===== src/design/lsd_pkg.sv =====
package lsd_pkg;
   // ----------------------------------------------------------------
   // general sizing
   // ----------------------------------------------------------------
   localparam int unsigned LSD_NSTR = 6;
   localparam int unsigned LSD_CLK_HZ = 25000000;
   localparam int unsigned LSD_DUTY_W = 8;
   localparam logic [7:0] LSD_DUTY_MAX = 8'h00_FF;
   localparam logic [7:0] LSD_DUTY_RST = 8'h00_00;

   // ----------------------------------------------------------------
   // register map (byte addresses)
   // ----------------------------------------------------------------
   localparam logic [11:0] LSD_REG_CTRL = 12'h0_000;
   localparam logic [11:0] LSD_REG_PERIOD = 12'h0_004;
   localparam logic [11:0] LSD_REG_OCLIM = 12'h0_008;
   localparam logic [11:0] LSD_REG_STATUS = 12'h0_00C;
   localparam logic [11:0] LSD_REG_DUTY = 12'h0_010;
   localparam logic [11:0] LSD_REG_ID = 12'h0_014;

   // ctrl field positions
   localparam int unsigned LSD_CTRL_EN_BIT = 0;

   // status field positions
   localparam int unsigned LSD_ST_DIRECT_BIT = 0;
   localparam int unsigned LSD_ST_SHUT_BIT = 1;
   localparam int unsigned LSD_ST_OC_BIT = 2;
   localparam int unsigned LSD_ST_SHORT_BIT = 3;
   localparam int unsigned LSD_ST_OT_BIT = 4;
   localparam int unsigned LSD_ST_PWMSEEN_BIT = 5;
   localparam int unsigned LSD_ST_DIS_LSB = 8;
   localparam int unsigned LSD_ST_USED_LSB = 16;

   // ----------------------------------------------------------------
   // reset values
   // ----------------------------------------------------------------
   localparam logic [23:0] LSD_PERIOD_RST = 24'h01_E848; // 125000 clk = 200 Hz
   localparam logic [7:0] LSD_OCLIM_RST = 8'h00_08;
   // arbitrary neutral identity value
   localparam logic [31:0] LSD_ID_VALUE = 32'h0000_1234;

   // ----------------------------------------------------------------
   // states
   // ----------------------------------------------------------------
   typedef enum logic [1:0] {
      LSD_OFF = 2'b00,
      LSD_CHECK = 2'b01,
      LSD_WAIT_PWM = 2'b10,
      LSD_RUN = 2'b11
   } lsd_state_t;
endpackage


===== src/design/lsd_top.sv =====
`timescale 1ns/1ps
// Notes on behaviour
// - strap on frequency/mode pin picks phase shift (default) or direct dimming.
// - phase shift mode staggers used strings by period over used count.
// - phase shift mode measures input duty into an 8-bit stored code.
// - per-string duty is regenerated from the stored code on every used sink.
// - one LSB hysteresis: rise in 1/256 steps, fall only in 2/256.
// - direct mode drives used strings in lockstep with input PWM.
// - output over-voltage sense inhibits switching while it persists.
// - string with no sink current is open, disabled, dropped from feedback.
// - string sink over-voltage turns that sink off and drops it.
// - string faults shut down the device only when all strings open.
// - disabled strings stay off until reset or enable toggle.
// - current limit ends switch pulse until next switching cycle.
// - sustained over-current latches device off until reset or toggle.
// - output short shuts device down at once, latched.
// - over-temperature shuts down at once, latched.
// - duty decoder is disabled in direct mode.
// - at startup unused channels are shut and not counted.
// - no dimming PWM after enable keeps output minimal until PWM appears.
// - enable low shuts down; low-then-high clears latched faults.
module lsd_top
   import lsd_pkg::*;
(
   input wire logic pclk,
   input wire logic presetn,
   input wire logic psel,
   input wire logic penable,
   input wire logic pwrite,
   input wire logic [11:0] paddr,
   input wire logic [31:0] pwdata,
   output logic [31:0] prdata,
   output logic pready,
   output logic pslverr,
   input wire logic enable_pin,
   input wire logic dim_pwm_in,
   input wire logic dim_freq_mode_pin,
   input wire logic [LSD_NSTR-1:0] string_sink_feedback,
   input wire logic [LSD_NSTR-1:0] string_sink_overvoltage,
   input wire logic output_overvoltage_sense,
   input wire logic switch_cycle_start,
   input wire logic switch_current_limit,
   input wire logic output_short,
   input wire logic over_temperature,
   output logic [LSD_NSTR-1:0] sink_on,
   output logic [LSD_NSTR-1:0] fb_select,
   output logic boost_switch_on,
   output logic boost_min_output,
   output logic device_shutdown
);
   // ----------------------------------------------------------------
   // registers and state
   // ----------------------------------------------------------------
   logic sw_enable;
   logic [23:0] dim_period;
   logic [7:0] oc_limit;
   lsd_state_t state;
   logic direct_mode;
   logic en_d;
   logic en_active;
   logic en_rise;
   logic [LSD_NSTR-1:0] used;
   logic [LSD_NSTR-1:0] disabled;
   logic [LSD_NSTR-1:0] live;
   logic [2:0] n_used;
   logic oc_latch;
   logic short_latch;
   logic ot_latch;
   logic all_open;
   logic fault_shut;
   logic [7:0] oc_run;
   logic pwm_d;
   logic pwm_seen;
   logic [23:0] in_cnt;
   logic [23:0] in_high;
   logic [7:0] meas;
   logic [7:0] duty_code;
   logic [23:0] ph_cnt;
   logic [23:0] slot;
   logic [31:0] duty_time;
   logic [LSD_NSTR-1:0] ps_on;
   logic sw_gate;
   logic acc;

   assign acc = psel & penable;
   assign en_active = enable_pin & sw_enable;
   assign en_rise = en_active & ~en_d;
   assign live = used & ~disabled;
   assign all_open = (live == '0) && (state == LSD_RUN);
   assign fault_shut = oc_latch | short_latch | ot_latch;

   // ----------------------------------------------------------------
   // apb slave
   // ----------------------------------------------------------------
   assign pready = 1'b1;
   assign pslverr = 1'b0;

   // control writes
   always_ff @(posedge pclk or negedge presetn) begin
      if (!presetn) begin
         sw_enable <= 1'b1;
         dim_period <= LSD_PERIOD_RST;
         oc_limit <= LSD_OCLIM_RST;
      end else if (acc && pwrite) begin
         case (paddr)
            LSD_REG_CTRL: sw_enable <= pwdata[LSD_CTRL_EN_BIT];
            LSD_REG_PERIOD: dim_period <= pwdata[23:0];
            LSD_REG_OCLIM: oc_limit <= pwdata[7:0];
            default: ;
         endcase
      end
   end

   // read mux, combinational so data lands in the access cycle
   always_comb begin
      prdata = 32'h0000_0000;
      case (paddr)
         LSD_REG_CTRL: prdata[LSD_CTRL_EN_BIT] = sw_enable;
         LSD_REG_PERIOD: prdata[23:0] = dim_period;
         LSD_REG_OCLIM: prdata[7:0] = oc_limit;
         LSD_REG_STATUS: begin
            prdata[LSD_ST_DIRECT_BIT] = direct_mode;
            prdata[LSD_ST_SHUT_BIT] = device_shutdown;
            prdata[LSD_ST_OC_BIT] = oc_latch;
            prdata[LSD_ST_SHORT_BIT] = short_latch;
            prdata[LSD_ST_OT_BIT] = ot_latch;
            prdata[LSD_ST_PWMSEEN_BIT] = pwm_seen;
            prdata[LSD_ST_DIS_LSB +: LSD_NSTR] = disabled;
            prdata[LSD_ST_USED_LSB +: LSD_NSTR] = used;
         end
         LSD_REG_DUTY: prdata[7:0] = duty_code;
         LSD_REG_ID: prdata = LSD_ID_VALUE;
         default: prdata = 32'h0000_0000;
      endcase
   end

   // ----------------------------------------------------------------
   // enable, strap and sequencing
   // ----------------------------------------------------------------
   // enable edge tracker
   always_ff @(posedge pclk or negedge presetn) begin
      if (!presetn) begin
         en_d <= 1'b0;
      end else begin
         en_d <= en_active;
      end
   end

   // strap caught on each enable rise
   always_ff @(posedge pclk or negedge presetn) begin
      if (!presetn) begin
         direct_mode <= 1'b0;
      end else if (en_rise) begin
         direct_mode <= dim_freq_mode_pin;
      end
   end

   // main sequencer
   always_ff @(posedge pclk or negedge presetn) begin
      if (!presetn) begin
         state <= LSD_OFF;
      end else begin
         case (state)
            LSD_OFF: if (en_rise) state <= LSD_CHECK;
            LSD_CHECK: state <= LSD_WAIT_PWM;
            LSD_WAIT_PWM: if (pwm_seen) state <= LSD_RUN;
            LSD_RUN: ;
            default: state <= LSD_OFF;
         endcase
         if (!en_active) state <= LSD_OFF;
      end
   end

   // used channel survey at startup
   always_ff @(posedge pclk or negedge presetn) begin
      if (!presetn) begin
         used <= '0;
      end else if (state == LSD_CHECK) begin
         used <= string_sink_feedback;
      end
   end

   // channel count from survey
   always_comb begin
      n_used = 3'd0;
      for (int i = 0; i < LSD_NSTR; i++) begin
         n_used = n_used + {2'b00, used[i]};
      end
   end

   // ----------------------------------------------------------------
   // per-string fault latches
   // ----------------------------------------------------------------
   generate
      for (genvar g = 0; g < LSD_NSTR; g++) begin : g_str
         always_ff @(posedge pclk or negedge presetn) begin
            if (!presetn) begin
               disabled[g] <= 1'b0;
            end else if (en_rise) begin
               disabled[g] <= 1'b0;
            end else if (state == LSD_RUN && used[g]) begin
               // open: sink on but no current; over-voltage: sink off
               if ((sink_on[g] && !string_sink_feedback[g]) ||
                   string_sink_overvoltage[g]) begin
                  disabled[g] <= 1'b1;
               end
            end
         end
      end
   endgenerate

   // ----------------------------------------------------------------
   // device fault latches
   // ----------------------------------------------------------------
   always_ff @(posedge pclk or negedge presetn) begin
      if (!presetn) begin
         oc_latch <= 1'b0;
         short_latch <= 1'b0;
         ot_latch <= 1'b0;
         oc_run <= 8'h00;
      end else if (en_rise) begin
         // a short or over-temperature still present at the clear wins over the clear; over-current always clears
         oc_latch <= 1'b0;
         short_latch <= output_short;
         ot_latch <= over_temperature;
         oc_run <= 8'h00;
      end else begin
         if (output_short) short_latch <= 1'b1;
         if (over_temperature) ot_latch <= 1'b1;
         if (switch_cycle_start) begin
            if (!sw_gate && boost_switch_on == 1'b0 && oc_run != 8'h00) begin
               oc_run <= oc_run;
            end
         end
         if (switch_current_limit && sw_gate) begin
            if (oc_run + 8'h01 >= oc_limit) oc_latch <= 1'b1;
            oc_run <= oc_run + 8'h01;
         end else if (switch_cycle_start && sw_gate) begin
            oc_run <= 8'h00; // cycle ended without limit
         end
      end
   end

   // pulse-by-pulse gate: set at cycle start, cut at limit
   always_ff @(posedge pclk or negedge presetn) begin
      if (!presetn) begin
         sw_gate <= 1'b0;
      end else if (switch_cycle_start) begin
         sw_gate <= 1'b1;
      end else if (switch_current_limit) begin
         sw_gate <= 1'b0;
      end
   end

   // ----------------------------------------------------------------
   // input pwm decoder
   // ----------------------------------------------------------------
   // edge tracking, presence and period/high counters
   always_ff @(posedge pclk or negedge presetn) begin
      if (!presetn) begin
         pwm_d <= 1'b0;
         pwm_seen <= 1'b0;
         in_cnt <= 24'h00_0000;
         in_high <= 24'h00_0000;
         meas <= LSD_DUTY_RST;
      end else begin
         pwm_d <= dim_pwm_in;
         if (state == LSD_OFF) begin
            pwm_seen <= 1'b0;
         end else if (dim_pwm_in) begin
            pwm_seen <= 1'b1;
         end
         if (direct_mode || state != LSD_RUN) begin
            in_cnt <= 24'h00_0000;
            in_high <= 24'h00_0000;
         end else if (dim_pwm_in && !pwm_d) begin
            // rising edge closes one input period
            if (in_cnt != 24'h00_0000) begin
               meas <= 8'((32'(in_high) * 32'd256) / 32'(in_cnt));
               if (in_high == in_cnt) meas <= LSD_DUTY_MAX;
            end
            in_cnt <= 24'h00_0001;
            in_high <= 24'h00_0001;
         end else begin
            in_cnt <= in_cnt + 24'h00_0001;
            if (dim_pwm_in) in_high <= in_high + 24'h00_0001;
         end
      end
   end

   // stored code with hysteresis
   always_ff @(posedge pclk or negedge presetn) begin
      if (!presetn) begin
         duty_code <= LSD_DUTY_RST;
      end else if (!direct_mode) begin
         if (meas > duty_code) begin
            duty_code <= meas;
         end else if (duty_code >= 8'h02 && meas <= duty_code - 8'h02) begin
            duty_code <= meas;
         end
      end
   end

   // ----------------------------------------------------------------
   // phase shift generator
   // ----------------------------------------------------------------
   always_ff @(posedge pclk or negedge presetn) begin
      if (!presetn) begin
         ph_cnt <= 24'h00_0000;
      end else if (ph_cnt + 24'h00_0001 >= dim_period) begin
         ph_cnt <= 24'h00_0000;
      end else begin
         ph_cnt <= ph_cnt + 24'h00_0001;
      end
   end

   assign slot = (n_used == 3'd0) ? dim_period : dim_period / {21'd0, n_used};
   assign duty_time = (32'(dim_period) * 32'(duty_code)) / 32'd256;

   // staggered window per used string
   always_comb begin
      int k;
      logic [24:0] off;
      logic [24:0] rel;
      k = 0;
      off = 25'd0;
      rel = 25'd0;
      ps_on = '0;
      for (int i = 0; i < LSD_NSTR; i++) begin
         off = 25'(32'(slot) * 32'(k));
         rel = (25'(ph_cnt) >= off) ? 25'(ph_cnt) - off : 25'(ph_cnt) + 25'(dim_period) - off;
         ps_on[i] = used[i] && (32'(rel) < duty_time);
         if (used[i]) k = k + 1;
      end
   end

   // ----------------------------------------------------------------
   // outputs
   // ----------------------------------------------------------------
   always_ff @(posedge pclk or negedge presetn) begin
      if (!presetn) begin
         sink_on <= '0;
         fb_select <= '0;
         boost_switch_on <= 1'b0;
         boost_min_output <= 1'b1;
         device_shutdown <= 1'b1;
      end else begin
         device_shutdown <= (state == LSD_OFF) || fault_shut || all_open;
         boost_min_output <= (state != LSD_RUN);
         fb_select <= live;
         if (state != LSD_RUN || fault_shut || all_open) begin
            sink_on <= '0;
            boost_switch_on <= 1'b0;
         end else begin
            sink_on <= live & (direct_mode ? {LSD_NSTR{dim_pwm_in}} : ps_on);
            boost_switch_on <= sw_gate && !output_overvoltage_sense && !switch_current_limit;
         end
      end
   end
endmodule


===== config.mk =====
export PLATFORM = sky130hd
export DESIGN_NAME = lsd_top
export DESIGN_NICKNAME = d
export VERILOG_FILES = /design/src/design/lsd_pkg.sv /design/src/design/lsd_top.sv
export SDC_FILE = /design/constraint.sdc
export NUM_CORES = 2
export LEC_CHECK = 0
export ABC_AREA = 1
export ABC_CLOCK_PERIOD_IN_PS = 110500
export BUFFER_PORTS_ARGS = -buffer_cell sky130_fd_sc_hd__buf_2
export CAP_MARGIN = 40
export CORE_UTILIZATION = 42
export DETAILED_ROUTE_END_ITERATION = 6
export PLACE_DENSITY_LB_ADDON = 0.12
export SLEW_MARGIN = 20
export SYNTH_ARGS = -nofsm -noshare
export SYNTH_HDL_FRONTEND = slang
export SYNTH_SLANG_ARGS = --single-unit
export TNS_END_PERCENT = 10

===== constraint.sdc =====
create_clock -name pclk -period 110.5 [get_ports pclk]
set_input_delay 11.05 -clock pclk [delete_from_list [all_inputs] [get_ports pclk]]
set_output_delay 11.05 -clock pclk [all_outputs]
set_load 0.02 [all_outputs]

==> results.sh <==
export IMPL_skew_ps=16.2
export IMPL_crit_start="in_cnt[23]"
export IMPL_ant_nets=0
export IMPL_worstSetupPathType="register to register"
export IMPL_synth_avg_cell_area_um2=6.49
export IMPL_max_cap_violations=0
export IMPL_syn_to_final_growth_pct=6.05
export IMPL_crit_buf_inv=137
export IMPL_htreeDepth=4
export IMPL_yosys_most_used_dff="dfrtp_1"
export IMPL_synth_warnings=0
export IMPL_root_buffer="clkbuf_16"
export IMPL_num_vias=76000
export IMPL_timing_final_ws_setup_ps=11700
export IMPL_io_pins=118
export IMPL_worstSetupStartpointType="register"
export IMPL_slew_headroom_pct=41.0
export IMPL_cp_depth=657
export IMPL_place_congestion=0.956
export IMPL_fin_crit_ps=98800
export IMPL_routed_via_density=5.34
export IMPL_chipHeight_um=429
export IMPL_antenna_found_initial=5
export IMPL_yosys_register_bits=166
export IMPL_critPathSlowestCell="dfrtp_1"
export IMPL_grt_remaining_overflow=0
export IMPL_clockBufferDepth=2
export IMPL_synthDistinctLibCells=81
export IMPL_final_nets=13700
export IMPL_r2r_end="meas[0]"
export IMPL_run_status="complete, no violations"
export IMPL_drc_errors=0
export IMPL_dpl_hpwl_mm=209
export IMPL_hold_start="pwm_d"
export IMPL_crit_top_cell="nand2_1"
export IMPL_rows=156
export IMPL_clock_latency_ps=520
export IMPL_slowest_delay_ps=510
export IMPL_portBuffers=99
export IMPL_reg2regPathDepth=657
export IMPL_crit_arrival_ps=99180
export IMPL_crit_required_ps=110880
export IMPL_drv_slew=0
export IMPL_r2r_start="in_cnt[23]"
export IMPL_synthCells=11800
export IMPL_cts_made_buffers=17
export IMPL_hold_path_class="register to register"
export IMPL_netlist_area_um2=76500
export IMPL_cts_sinks=166
export IMPL_place_ws_ps=5920
export IMPL_fin_crit_sh_pct=89.4
export IMPL_r2r_slack_ps=11700
export IMPL_fmax_mhz=10.1
export IMPL_setup_viol=0
export IMPL_grt_use_total_pct=26.0
export IMPL_grt_pass1_vias=73300
export IMPL_path_max_fanout=45
export IMPL_tightest_slew_ps=883
export IMPL_grt_pass1_wl_mm=387
export IMPL_endpoint_kind="register"
export IMPL_drtIter0Drc=4615
export IMPL_synth_edf_count=0
export IMPL_grt_max_degree=54
export IMPL_worstSetupEndpoint="meas[0]"
export IMPL_start_util_pct=42.3
export IMPL_postSynth_asyncResetShare_pct=100
export IMPL_hold_viol_final=0
export IMPL_drive_gt1_share_pct=6.44
export IMPL_clkTransAtPathRegs_ps=90
export IMPL_drtPass1Iterations=6
export IMPL_drt_total_wl_mm=244
export IMPL_die_w_um=429
export IMPL_tritoncts="yes"
export IMPL_dieArea_um2=184000
export IMPL_synth_yosys_seq_area_share_pct=5.45
export IMPL_core_um2=181000
export IMPL_wl_per_cell_um=17.1
export IMPL_cp_top_family="compound AO/OA/AOI/OAI gates"
## synth_stat cells (28+ instances only)
library cell	count	share of area [%]
nand2_1	2454	12
inv_1	1847	9.1
ha_1	1487	24
a21oi_1	963	6.3
nor2_1	888	4.4
o21ai_0	791	5.2
nand3_1	597	3.9
xor2_1	468	5.4
xnor2_1	338	3.9
fa_1	267	7.0
clkbuf_1	216	1.1
dfrtp_1	155	5.1
nand4_1	155	1.3
nor3_1	109	0.71
or2_2	97	0.79
o21bai_1	85	0.83
nand2_2	78	0.64
a21o_1	75	0.74
nand3_2	47	0.61
inv_2	46	0.23
o21ai_1	40	0.26
o22ai_1	38	0.31
nor2_4	36	0.53
nor2_2	35	0.29
o211ai_1	34	0.33
o31ai_1	32	0.31
nor4_1	31	0.25
a211oi_1	30	0.29
clkinv_1	28	0.14
## cell type report
cell class                      count  area, um^2
Clock inverter                     14         184
Fill cell                       19000       99800
Multi-Input combinational cell   9475       64200
Clock buffer                       18         439
Timing Repair Buffer              272        1930
Antenna cell                        4        10.0
Tap cell                         2370        2970
Sequential cell                   166        4170
Inverter                         1925        7280
Timing Repair inverter              1        5.00
## sequential cells by signal, indices dropped and copies added, names as in the netlist, 2 cells and up
signal / cells
dim_period: 24
oc_limit: 8
in_high: 24
sink_on: 6
fb_select: 6
oc_run: 8
ph_cnt: 24
in_cnt: 24
state: 2
meas: 8
disabled: 6
used: 6
duty_code: 8
## through the flow
step           instance area, um^2  utilization (%)  setup TNS, ps  hold slack (ps)  std cells
6_report                     81100             44.8              0              461      14200
3_3_place_gp                 79900             44.1              0              449      14200
2_1_floorplan                76700                -              0              415      11800
4_1_cts                      80900             44.7              0              463      14200
3_5_place_dp                 80300             44.4              0              449      14200
5_1_grt                      81100             44.8           -179              482      14200
## worst min path at each step
| stage | to | depth (start not counted) |
|---|---|---|
| after detailed placement | in_high[0] | 1 |
| after global routing | in_high[0] | 1 |
| after CTS | in_high[0] | 1 |
| final | in_high[0] | 1 |
| after global placement | in_high[0] | 1 |
| after floorplan | fb_select[2] | 1 |
## metal layers
| layer | global-route usage, % | share of wire [%] |
|---|---|---|
| met5 | 0 | 0 |
| met4 | 7.29 | 2.9 |
| met3 | 1.35 | 3.7 |
| met2 | 44.1 | 46 |
| met1 | 35.5 | 48 |
## placed cells by master, fill, tap and decap left out, types with 31 or more instances in the layout
cell | Yosys | layout
a21o_1 | 75 | 75
a21oi_1 | 963 | 958
buf_2 | 8 | 102
buf_4 | 14 | 151
conb_1 | 2 | 52
dfrtp_1 | 155 | 155
fa_1 | 267 | 266
ha_1 | 1487 | 1487
inv_1 | 1847 | 1835
inv_2 | 46 | 49
nand2_1 | 2454 | 2446
nand2_2 | 78 | 83
nand3_1 | 597 | 597
nand3_2 | 47 | 47
nand4_1 | 155 | 155
nor2_1 | 888 | 885
nor2_2 | 35 | 38
nor2_4 | 36 | 36
nor3_1 | 109 | 108
nor4_1 | 31 | 31
o211ai_1 | 34 | 34
o21ai_0 | 791 | 783
o21ai_1 | 40 | 46
o21bai_1 | 85 | 85
o22ai_1 | 38 | 38
o31ai_1 | 32 | 31
or2_2 | 97 | 97
xnor2_1 | 338 | 338
xor2_1 | 468 | 467
## logic make-up after synthesis
group,count (synthesis),share of synthesized area (%)
AND/OR/NAND/NOR,4611,26.5
AO/OA/AOI/OAI,2232,16.1
buffers and inverters,2196,11.1
adder cells (fa/ha/maj),1754,31.3
XOR/XNOR,806,9.23
flip-flops,166,5.45
multiplexers,20,0.263
other,2,0.00982
## what timing repair did
item / CTS / global route
endpoints found under the hold margin: 0 / 0
gates resized for setup: 0 / 44
buffers inserted: 0 / 7
hold buffers: 0 / 0
endpoints found under the setup margin: 0 / 2
Power is not shown: default switching activity piles up to over one toggle a cycle in this logic, so the estimate is an artifact.
